[config.mk]
export PLATFORM = sky130hd
export DESIGN_NAME = atb_bridge
export DESIGN_NICKNAME = d
export VERILOG_FILES = /design/src/rtl/atb_pkg.sv /design/src/rtl/atb_bridge.sv
export SDC_FILE = /design/constraint.sdc
export NUM_CORES = 1
export LEC_CHECK = 0
export ABC_AREA = 1
export BUFFER_PORTS_ARGS = -buffer_cell sky130_fd_sc_hd__buf_2
export CAP_MARGIN = 20
export CORE_UTILIZATION = 40
export CTS_CLUSTER_DIAMETER = 30
export DETAILED_ROUTE_END_ITERATION = 12
export PLACE_DENSITY = 0.7
export SLEW_MARGIN = 20
export SYNTH_ARGS = -nofsm -noshare
export SYNTH_HDL_FRONTEND = slang
export SYNTH_SLANG_ARGS = --single-unit
[constraint.sdc]
create_clock -name clk_in -period 2.2 [get_ports clk_in]
set_clock_uncertainty 0.05 [all_clocks]
set_input_delay 0.55 -clock clk_in [delete_from_list [all_inputs] [get_ports clk_in]]
set_output_delay 0.55 -clock clk_in [all_outputs]
set_load 0.01 [all_outputs]
[src/rtl/atb_pkg.sv]
package atb_pkg;

    // ==========================================================
    // host register offsets
    localparam logic [7:0] OFS_DATA = 8'h40;
    localparam logic [7:0] OFS_CMD = 8'h44;
    localparam logic [7:0] OFS_ERR_FEAT = 8'h48;
    localparam logic [7:0] OFS_SECT_CNT = 8'h49;
    localparam logic [7:0] OFS_SECT_NUM = 8'h4a;
    localparam logic [7:0] OFS_CYL_LOW = 8'h4b;
    localparam logic [7:0] OFS_CYL_HIGH = 8'h4c;
    localparam logic [7:0] OFS_DRV_HEAD = 8'h4d;
    localparam logic [7:0] OFS_ALT_STAT = 8'h4e;
    localparam logic [7:0] OFS_DRV_ADDR = 8'h4f;
    localparam logic [7:0] OFS_STROBE = 8'h60;

    // ==========================================================
    // field layouts and reset values
    localparam int STROBE_CNT_W = 5;
    localparam logic [4:0] STROBE_CNT_RST = 5'h1f;
    localparam logic [1:0] DMA_MODE_MASTER = 2'h3;
    localparam logic [15:0] CMD_READ_VALUE = 16'h00ff;
    localparam logic [2:0] DA_ALT_STAT = 3'h6;
    localparam logic [2:0] DA_DRV_ADDR = 3'h7;

    // ==========================================================
    // pio timing, clk_in at 10 MHz
    localparam int CLK_PERIOD_NS = 100;
    localparam int PIO_SETUP_NS = 70;
    localparam int PIO_ACTIVE_NS = 290;
    localparam int PIO_RECOVER_NS = 200;
    // least times round up, never below one cycle
    localparam int PIO_SETUP_CYC_I =
        (PIO_SETUP_NS + CLK_PERIOD_NS - 1) / CLK_PERIOD_NS;
    localparam int PIO_ACTIVE_CYC_I =
        (PIO_ACTIVE_NS + CLK_PERIOD_NS - 1) / CLK_PERIOD_NS;
    localparam int PIO_RECOVER_CYC_I =
        (PIO_RECOVER_NS + CLK_PERIOD_NS - 1) / CLK_PERIOD_NS;
    localparam logic [4:0] PIO_SETUP_CYC =
        5'((PIO_SETUP_CYC_I < 1) ? 1 : PIO_SETUP_CYC_I);
    localparam logic [4:0] PIO_ACTIVE_CYC =
        5'((PIO_ACTIVE_CYC_I < 1) ? 1 : PIO_ACTIVE_CYC_I);
    localparam logic [4:0] PIO_RECOVER_CYC =
        5'((PIO_RECOVER_CYC_I < 1) ? 1 : PIO_RECOVER_CYC_I);

    // ==========================================================
    // sequencer states
    typedef enum logic [4:0] {
        ST_IDLE = 5'b00001,
        ST_SETUP = 5'b00010,
        ST_ACTIVE = 5'b00100,
        ST_RECOVER = 5'b01000,
        ST_DMA = 5'b10000
    } atb_state_e;

endpackage : atb_pkg

[src/rtl/atb_bridge.sv]
`timescale 1ns/1ps
module atb_bridge (
    input wire logic clk_in,
    input wire logic resetn_in,
    input wire logic ce_in,
    input wire logic [7:0] addr_in,
    input wire logic wr_in,
    input wire logic rd_in,
    input wire logic [15:0] wdata_in,
    input wire logic bus16_in,
    input wire logic master_in,
    input wire logic [1:0] dma_mode_in,
    input wire logic dma_start_in,
    input wire logic dma_read_in,
    input wire logic [15:0] dd_in,
    output logic [15:0] rdata_out,
    output logic ack_out,
    output logic busy_out,
    output logic dma_done_out,
    output logic cs1_out,
    output logic cs0_out,
    output logic [2:0] da_out,
    output logic dior_n_out,
    output logic diow_n_out,
    output logic [15:0] dd_out,
    output logic dd_oe_out
);

    // ==========================================================
    // drive data pin synchroniser
    logic [15:0] dd_s1_ff, dd_s2_ff, dd_s3_ff, dd_stable_ff, nxt_dd_stable;
    always_comb begin
        nxt_dd_stable = dd_stable_ff;
        if (dd_s2_ff == dd_s3_ff) begin
            nxt_dd_stable = dd_s3_ff;
        end
    end
    always_ff @(posedge clk_in or negedge resetn_in) begin
        if (!resetn_in) begin
            dd_s1_ff <= 16'h0000;
            dd_s2_ff <= 16'h0000;
            dd_s3_ff <= 16'h0000;
            dd_stable_ff <= 16'h0000;
        end else if (ce_in) begin
            dd_s1_ff <= dd_in;
            dd_s2_ff <= dd_s1_ff;
            dd_s3_ff <= dd_s2_ff;
            dd_stable_ff <= nxt_dd_stable;
        end
    end

    // ==========================================================
    // address decode
    logic hit;
    logic dec_cs1, dec_cs0;
    logic [2:0] dec_da;
    always_comb begin
        hit = 1'b1;
        dec_cs1 = 1'b1;
        dec_cs0 = 1'b0;
        dec_da = 3'h0;
        unique case (addr_in)
            atb_pkg::OFS_DATA: dec_da = 3'h0;
            atb_pkg::OFS_ERR_FEAT: dec_da = 3'h1;
            atb_pkg::OFS_SECT_CNT: dec_da = 3'h2;
            atb_pkg::OFS_SECT_NUM: dec_da = 3'h3;
            atb_pkg::OFS_CYL_LOW: dec_da = 3'h4;
            atb_pkg::OFS_CYL_HIGH: dec_da = 3'h5;
            atb_pkg::OFS_DRV_HEAD: dec_da = 3'h6;
            atb_pkg::OFS_CMD: dec_da = 3'h7;
            atb_pkg::OFS_ALT_STAT, atb_pkg::OFS_DRV_ADDR: begin
                dec_cs1 = 1'b0;
                dec_cs0 = 1'b1;
                dec_da = (addr_in == atb_pkg::OFS_DRV_ADDR)
                    ? atb_pkg::DA_DRV_ADDR : atb_pkg::DA_ALT_STAT;
            end
            default: hit = 1'b0;
        endcase
    end

    // ==========================================================
    // sequencer
    atb_pkg::atb_state_e state_ff, nxt_state;
    logic [4:0] cnt_ff, nxt_cnt, strobe_len_ff, nxt_strobe_len;
    logic [7:0] lo_byte_ff, nxt_lo_byte;
    logic half_ff, nxt_half, is_write_ff, nxt_is_write;
    logic is_data_ff, nxt_is_data, ack_ff, nxt_ack, busy_ff, nxt_busy;
    logic dma_done_ff, nxt_dma_done, dd_oe_ff, nxt_dd_oe;
    logic [15:0] rdata_ff, nxt_rdata, dd_ff, nxt_dd, launch_word;
    logic cs1_ff, nxt_cs1, cs0_ff, nxt_cs0, launch, data_8bit;
    logic [2:0] da_ff, nxt_da;
    logic dior_n_ff, nxt_dior_n, diow_n_ff, nxt_diow_n;
    always_comb begin
        nxt_state = state_ff;
        nxt_cnt = cnt_ff;
        nxt_strobe_len = strobe_len_ff;
        nxt_lo_byte = lo_byte_ff;
        nxt_half = half_ff;
        nxt_is_write = is_write_ff;
        nxt_is_data = is_data_ff;
        nxt_rdata = rdata_ff;
        nxt_ack = 1'b0;
        nxt_dma_done = 1'b0;
        nxt_cs1 = cs1_ff;
        nxt_cs0 = cs0_ff;
        nxt_da = da_ff;
        nxt_dior_n = dior_n_ff;
        nxt_diow_n = diow_n_ff;
        nxt_dd = dd_ff;
        nxt_dd_oe = dd_oe_ff;
        launch = 1'b0;
        launch_word = wdata_in;
        data_8bit = (addr_in == atb_pkg::OFS_DATA) && !bus16_in;
        unique case (state_ff)
            atb_pkg::ST_IDLE: begin
                if (addr_in == atb_pkg::OFS_STROBE && (wr_in || rd_in)) begin
                    if (wr_in) begin
                        nxt_strobe_len = wdata_in[4:0];
                    end
                    // reserved bits read as zero
                    nxt_rdata = {11'h000, strobe_len_ff};
                    nxt_ack = 1'b1;
                end else if (hit && rd_in && addr_in == atb_pkg::OFS_CMD) begin
                    // command register is write only
                    nxt_rdata = atb_pkg::CMD_READ_VALUE;
                    nxt_ack = 1'b1;
                end else if (hit && wr_in && data_8bit) begin
                    // low byte first, pio on the high byte
                    if (!half_ff) begin
                        nxt_lo_byte = wdata_in[7:0];
                        nxt_half = 1'b1;
                        nxt_ack = 1'b1;
                    end else begin
                        launch = 1'b1;
                        launch_word = {wdata_in[7:0], lo_byte_ff};
                        nxt_half = 1'b0;
                    end
                end else if (hit && rd_in && data_8bit && half_ff) begin
                    // second read hands out the held high byte
                    nxt_rdata = {8'h00, lo_byte_ff};
                    nxt_half = 1'b0;
                    nxt_ack = 1'b1;
                end else if (hit && (wr_in || rd_in)) begin
                    launch = 1'b1;
                end else if (wr_in || rd_in) begin
                    nxt_rdata = 16'h0000;
                    nxt_ack = 1'b1;
                end else if (dma_start_in && master_in
                        && dma_mode_in == atb_pkg::DMA_MODE_MASTER) begin
                    // own strobes only in master mode 03H
                    nxt_state = atb_pkg::ST_DMA;
                    nxt_cnt = strobe_len_ff;
                    nxt_dior_n = !dma_read_in;
                    nxt_diow_n = dma_read_in;
                end
                if (launch) begin
                    // latch selects for the drive cycle
                    nxt_state = atb_pkg::ST_SETUP;
                    nxt_cnt = atb_pkg::PIO_SETUP_CYC - 5'h01;
                    nxt_cs1 = dec_cs1;
                    nxt_cs0 = dec_cs0;
                    nxt_da = dec_da;
                    nxt_is_write = wr_in;
                    nxt_is_data = addr_in == atb_pkg::OFS_DATA;
                    nxt_dd = nxt_is_data ? launch_word
                        : {8'h00, wdata_in[7:0]};
                    nxt_dd_oe = wr_in;
                end
            end
            atb_pkg::ST_SETUP: begin
                nxt_cnt = cnt_ff - 5'h01;
                if (cnt_ff == 5'h00) begin
                    nxt_state = atb_pkg::ST_ACTIVE;
                    nxt_cnt = atb_pkg::PIO_ACTIVE_CYC - 5'h01;
                    nxt_dior_n = is_write_ff;
                    nxt_diow_n = !is_write_ff;
                end
            end
            atb_pkg::ST_ACTIVE: begin
                nxt_cnt = cnt_ff - 5'h01;
                if (cnt_ff == 5'h00) begin
                    nxt_state = atb_pkg::ST_RECOVER;
                    nxt_cnt = atb_pkg::PIO_RECOVER_CYC - 5'h01;
                    nxt_dior_n = 1'b1;
                    nxt_diow_n = 1'b1;
                end
            end
            atb_pkg::ST_RECOVER: begin
                nxt_cnt = cnt_ff - 5'h01;
                nxt_dd_oe = 1'b0;
                if (cnt_ff == 5'h00) begin
                    nxt_state = atb_pkg::ST_IDLE;
                    nxt_cs1 = 1'b1;
                    nxt_cs0 = 1'b1;
                    nxt_da = 3'h0;
                    // strobe data clears the 3-flop sync only now
                    nxt_ack = 1'b1;
                    nxt_rdata = is_data_ff ? dd_stable_ff
                        : {8'h00, dd_stable_ff[7:0]};
                    // 8-bit read hands low byte, keeps high
                    if (is_data_ff && !bus16_in && !is_write_ff) begin
                        nxt_rdata = {8'h00, dd_stable_ff[7:0]};
                        nxt_lo_byte = dd_stable_ff[15:8];
                        nxt_half = 1'b1;
                    end
                end
            end
            atb_pkg::ST_DMA: begin
                // strobe lasts count plus one clocks
                nxt_cnt = cnt_ff - 5'h01;
                if (cnt_ff == 5'h00) begin
                    nxt_state = atb_pkg::ST_IDLE;
                    nxt_dior_n = 1'b1;
                    nxt_diow_n = 1'b1;
                    nxt_dma_done = 1'b1;
                end
            end
            default: begin
                nxt_state = atb_pkg::ST_IDLE;
                nxt_dior_n = 1'b1;
                nxt_diow_n = 1'b1;
            end
        endcase
        nxt_busy = nxt_state != atb_pkg::ST_IDLE;
    end
    always_ff @(posedge clk_in or negedge resetn_in) begin
        if (!resetn_in) begin
            state_ff <= atb_pkg::ST_IDLE;
            cnt_ff <= 5'h00;
            strobe_len_ff <= atb_pkg::STROBE_CNT_RST;
            lo_byte_ff <= 8'h00;
            half_ff <= 1'b0;
            is_write_ff <= 1'b0;
            is_data_ff <= 1'b0;
            rdata_ff <= 16'h0000;
            ack_ff <= 1'b0;
            busy_ff <= 1'b0;
            dma_done_ff <= 1'b0;
            cs1_ff <= 1'b1;
            cs0_ff <= 1'b1;
            da_ff <= 3'h0;
            dior_n_ff <= 1'b1;
            diow_n_ff <= 1'b1;
            dd_ff <= 16'h0000;
            dd_oe_ff <= 1'b0;
        end else if (ce_in) begin
            state_ff <= nxt_state;
            cnt_ff <= nxt_cnt;
            strobe_len_ff <= nxt_strobe_len;
            lo_byte_ff <= nxt_lo_byte;
            half_ff <= nxt_half;
            is_write_ff <= nxt_is_write;
            is_data_ff <= nxt_is_data;
            rdata_ff <= nxt_rdata;
            ack_ff <= nxt_ack;
            busy_ff <= nxt_busy;
            dma_done_ff <= nxt_dma_done;
            cs1_ff <= nxt_cs1;
            cs0_ff <= nxt_cs0;
            da_ff <= nxt_da;
            dior_n_ff <= nxt_dior_n;
            diow_n_ff <= nxt_diow_n;
            dd_ff <= nxt_dd;
            dd_oe_ff <= nxt_dd_oe;
        end
    end

    assign rdata_out = rdata_ff;
    assign ack_out = ack_ff;
    assign busy_out = busy_ff;
    assign dma_done_out = dma_done_ff;
    assign cs1_out = cs1_ff;
    assign cs0_out = cs0_ff;
    assign da_out = da_ff;
    assign dior_n_out = dior_n_ff;
    assign diow_n_out = diow_n_ff;
    assign dd_out = dd_ff;
    assign dd_oe_out = dd_oe_ff;

endmodule : atb_bridge

==> reports/qor_table.md <==
| Metric | Reported | Unit |
| --- | --- | --- |
| Crit share post-route | 95.2 | % |
| Number of levels the H-tree was split into | 4 | - |
| Final setup violation count | 0 | - |
| Die Height | 131 | µm |
| Synthesized-area fraction occupied by and/or/nand/nor cells | 27.6 | % |
| Most used flip-flop cell after synthesis | sky130_fd_sc_hd__dfrtp_1 | - |
| Static leakage power | 0.00445 | µW |
| Power, Total | 7160 | µW |
| CTS clock-pin slew for the worst setup and hold paths | 0.06 | ns |
| Highest cell delay on the worst timing path | 0.39 | ns |
| Number of nets in the synthesized netlist | 889 | - |
| Number of distinct standard cells referenced by the synthesized netlist | 47 | - |
| Clock tree sinks | 133 | - |
| Number of iterations in the first detailed-routing pass | 5 | - |
| Initial antenna violation count | 0 | - |
| Drt drc | 0 | - |
| Detailed placement HPWL | 12.2 | mm |
| Post-synthesis instance total | 837 | - |
| Leftover overflow at the end of global routing | 0 | - |
| Sequential cell area | 3340 | µm² |
| Number of rows created at floorplan | 46 | - |
| CTS buffer count | 17 | - |
| Max FO, Critical Path | 5 | - |
| Die boundary width | 131 | µm |
| Final Net Count | 1,027 | - |
| Synthesized-area fraction occupied by ao, oa, aoi and oai cells | 12.6 | % |
| Average detailed-routed wire length per instance | 13.5 | µm |
| Critical path cell sequence | inv_1 > ha_2 > nand2_1 > nor2_4 > nor2_1 > nor2_1 > a21boi_2 > a21boi_4 > inv_4 > buf_4 > nand2_1 > nand2_1 | - |
| DR vias | 5,821 | - |
| Final worst-path setup slack | 0.105 | ns |
| Largest family of logic cells by synthesized area | simple AND/OR/NAND/NOR gates | - |
| Run status | completed | - |
| List of most frequent post-synthesis cells | sky130_fd_sc_hd__nand2_1, sky130_fd_sc_hd__dfrtp_1, sky130_fd_sc_hd__inv_1, sky130_fd_sc_hd__o21ai_0, sky130_fd_sc_hd__nor2_1 | - |
| Total power per unit cell area | 864 | nW/µm² |
| Area of the multi-input gates | 2820 | µm² |
| Maximum number of pins on one net before global-route repair | 52 | - |
| IO Pins | 94 | - |
| Number of pins with negative max-slew slack in the final report | 0 | - |
| Crit path top cell by count | sky130_fd_sc_hd__nand2_1 | - |
| Total of buffers placed on input and output ports | 93 | - |
| Worst-case hold slack | 0.274 | ns |
| Iter 0 DRT Violations | 462 | - |
| CTS root buf | sky130_fd_sc_hd__clkbuf_16 | - |
| Count of buffers added by post-CTS timing repair for setup | 0 | - |
| Global-route usage over all layers | 20.1 | % |
| Cell at the slowest stage of the critical path | sky130_fd_sc_hd__dfrtp_1 | - |
| Post-synthesis mux area share | 0.848 | % |
| Seq/Total Area, Yosys | 50.3 | % |
| Worst slack at placement | -0.129 | ns |
| Insertion delay of the later-clocked pin in the worst-skew pair | 0.42 | ns |
| Via count normalized by instance count | 4.83 | - |
| Count of flip-flops with a built-in enable after synthesis | 0 | - |
| Synthesized area per cell | 7.93 | µm² |
| Top-count cell post-synth | sky130_fd_sc_hd__nand2_1 | - |
| Data required time of the critical path | 2.45 | ns |
| Total of warnings raised by yosys | 0 | - |
| Final estimated routing congestion in global placement | 0.923 | - |
| Adder-cell share of the synthesized area | 0.189 | % |
| Flip-flop and latch count after synthesis | 133 | - |
| Time the final worst path needs with I/O delays and setup | 2.10 | ns |
| Post-synthesis instance area | 6640 | µm² |
| Wirelength, routed | 16.3 | mm |
| Kind of path behind the tightest hold check | in2reg | - |
| Startpoint class of the critical path | flop | - |
| Layout cell share with drive strength beyond 1 | 23.9 | % |
| Maximum root-to-sink buffer count | 2 | - |
| Post-synth top area cell | sky130_fd_sc_hd__dfrtp_1 | - |
| Crit path DAT | 2.34 | ns |
| Fraction of post-synthesis cell area in the top cell type by area | 46.4 | % |
| CORE AREA | 16,100 | µm² |
| Xor and xnor fraction of the mapped netlist area | 1.06 | % |
| Ranking of synthesized cells by area | sky130_fd_sc_hd__dfrtp_1, sky130_fd_sc_hd__nand2_1, sky130_fd_sc_hd__o21ai_0, sky130_fd_sc_hd__inv_1, sky130_fd_sc_hd__dfstp_2 | - |
| Number of nets with antenna violations after detailed routing | 0 | - |
| Final hold viol count | 0 | - |
| CP endpoint kind | flop | - |
| Slew at the pin with the worst max-slew slack | 0.496 | ns |
| Max Cap Viol | 0 | - |
| Area growth, synth to finish | 24.9 | % |
| Critical path class | reg2reg | - |
| Total Die Area | 17,100 | µm² |
| Global-route wire length before repair | 26.2 | mm |
| Diodes inserted | 0 | - |
| Starting utilization of the core area | 41.3 | % |
| Relative slew margins | 66.9 | % |
| CTS tree | done | - |
| Number of global-route vias before repair | 5,285 | - |
| Peak ir drop on the vdd network | 0.000650 | V |
| FILL cells | 1,531 | - |
| Max Freq | 477 | MHz |
| Share of synthesized flip-flops with an asynchronous set or reset | 100 | % |
==> report_power, final <==
group,internal [µW],switching (µW),leakage [µW]
clock,1600,1110,0.000276
sequential,2780,218,0.00166
combinational,576,879,0.00252
total,4960,2200,0.00445
==> sequential cells by signal, summed over array words and instances (netlist names), 3 cells and up <==
| name | count |
|---|---|
| dd_stable_ff | 16 |
| dd_s2_ff | 16 |
| rdata_out | 16 |
| state_ff | 5 |
| lo_byte_ff | 8 |
| cnt_ff | 5 |
| strobe_len_ff | 5 |
| dd_s1_ff | 16 |
| da_out | 3 |
| dd_out | 16 |
| dd_s3_ff | 16 |
==> what timing repair did <==
action,in CTS,in global routing
endpoints found under the hold margin,11,0
setup endpoints to repair,0,6
hold buffers,1,0
gates resized for setup,0,3
==> path summary, 6_finish.rpt <==
path | start | to | slack (ns) | cells past startpoint
min in group asynchronous | resetn_in | dd_out[11]$_DFFE_PN0P_ | 0.51 | 2
hold reg to reg | dd_s1_ff[2]$_DFFE_PN0P_ | dd_s2_ff[2]$_DFFE_PN0P_ | 0.42 | 2
setup reg to reg | cnt_ff[0]$_DFFE_PN0P_ | rdata_out[0]$_DFFE_PN0P_ | 0.10 | 12
max in group asynchronous | resetn_in | cs0_out$_DFFE_PN1P_ | 0.85 | 3
hold / removal | dd_in[0] | dd_s1_ff[0]$_DFFE_PN0P_ | 0.27 | 3
setup / recovery | cnt_ff[0]$_DFFE_PN0P_ | rdata_out[0]$_DFFE_PN0P_ | 0.10 | 12
==> layout make-up <==
class	count	share of cell area [%]
Sequential cell	133	40.3
Multi-Input combinational cell	583	34.0
Timing Repair Buffer	148	11.4
Clock buffer	19	5.34
Inverter	92	4.20
Tap cell	216	3.26
Clock inverter	13	1.49
==> kinds of logic (layout without fill, tap and decap cells) <==
| logic type | Yosys count | count (layout) |
|---|---|---|
| AND/OR/NAND/NOR | 424 | 424 |
| AO/OA/AOI/OAI | 145 | 145 |
| flip-flops | 133 | 133 |
| buffers and inverters | 121 | 272 |
| XOR/XNOR | 8 | 8 |
| multiplexers | 5 | 5 |
| adder cells (fa/ha/maj) | 1 | 1 |
==> cell usage in the layout (no fill, tap or decap), types with 3 or more instances in the layout <==
cell type / instances
sky130_fd_sc_hd__a21oi_1: 28
sky130_fd_sc_hd__a22oi_1: 3
sky130_fd_sc_hd__a31oi_1: 3
sky130_fd_sc_hd__buf_12: 5
sky130_fd_sc_hd__buf_2: 92
sky130_fd_sc_hd__buf_4: 50
sky130_fd_sc_hd__clkbuf_16: 17
sky130_fd_sc_hd__clkinv_2: 3
sky130_fd_sc_hd__dfrtp_1: 123
sky130_fd_sc_hd__dfstp_2: 10
sky130_fd_sc_hd__inv_1: 86
sky130_fd_sc_hd__inv_2: 5
sky130_fd_sc_hd__inv_6: 4
sky130_fd_sc_hd__mux2_2: 5
sky130_fd_sc_hd__nand2_1: 296
sky130_fd_sc_hd__nand2_2: 5
sky130_fd_sc_hd__nand3_1: 30
sky130_fd_sc_hd__nand4_1: 10
sky130_fd_sc_hd__nor2_1: 57
sky130_fd_sc_hd__nor2_2: 3
sky130_fd_sc_hd__nor2_4: 7
sky130_fd_sc_hd__nor3_1: 4
sky130_fd_sc_hd__o211ai_1: 7
sky130_fd_sc_hd__o21ai_0: 71
sky130_fd_sc_hd__o21ai_1: 10
sky130_fd_sc_hd__o21ai_2: 7
sky130_fd_sc_hd__o22ai_1: 5
sky130_fd_sc_hd__xnor2_1: 5
sky130_fd_sc_hd__xor2_1: 3
==> layer usage <==
metal,GRT usage (%),wire [µm],vias up
met5,0,0,-
met4,7.23,285,0
met3,4.52,814,21
li1,-,-,2958
met1,27.3,7690,2674
met2,31.5,7460,168
==> per-stage QoR <==
step           util, %  TNS [ns]  cell area [µm²]  instances
2_1_floorplan        -         0             6640        837
3_3_place_gp      48.0     -1.89             7700       1171
3_5_place_dp      48.0     -3.84             7700       1171
4_1_cts           51.6         0             8280       1204
5_1_grt           51.6    -0.166             8290       1204
6_report          51.6         0             8290       1204
==> critical path: cells and delay by family (launching register included) <==
kind | cells | cell delay, ns
simple gates | 6 | 0.59
compound gates | 2 | 0.42
flops | 1 | 0.39
buf+inv | 3 | 0.32
fa+ha+maj | 1 | 0.20
(Power assumes the default switching activity.)
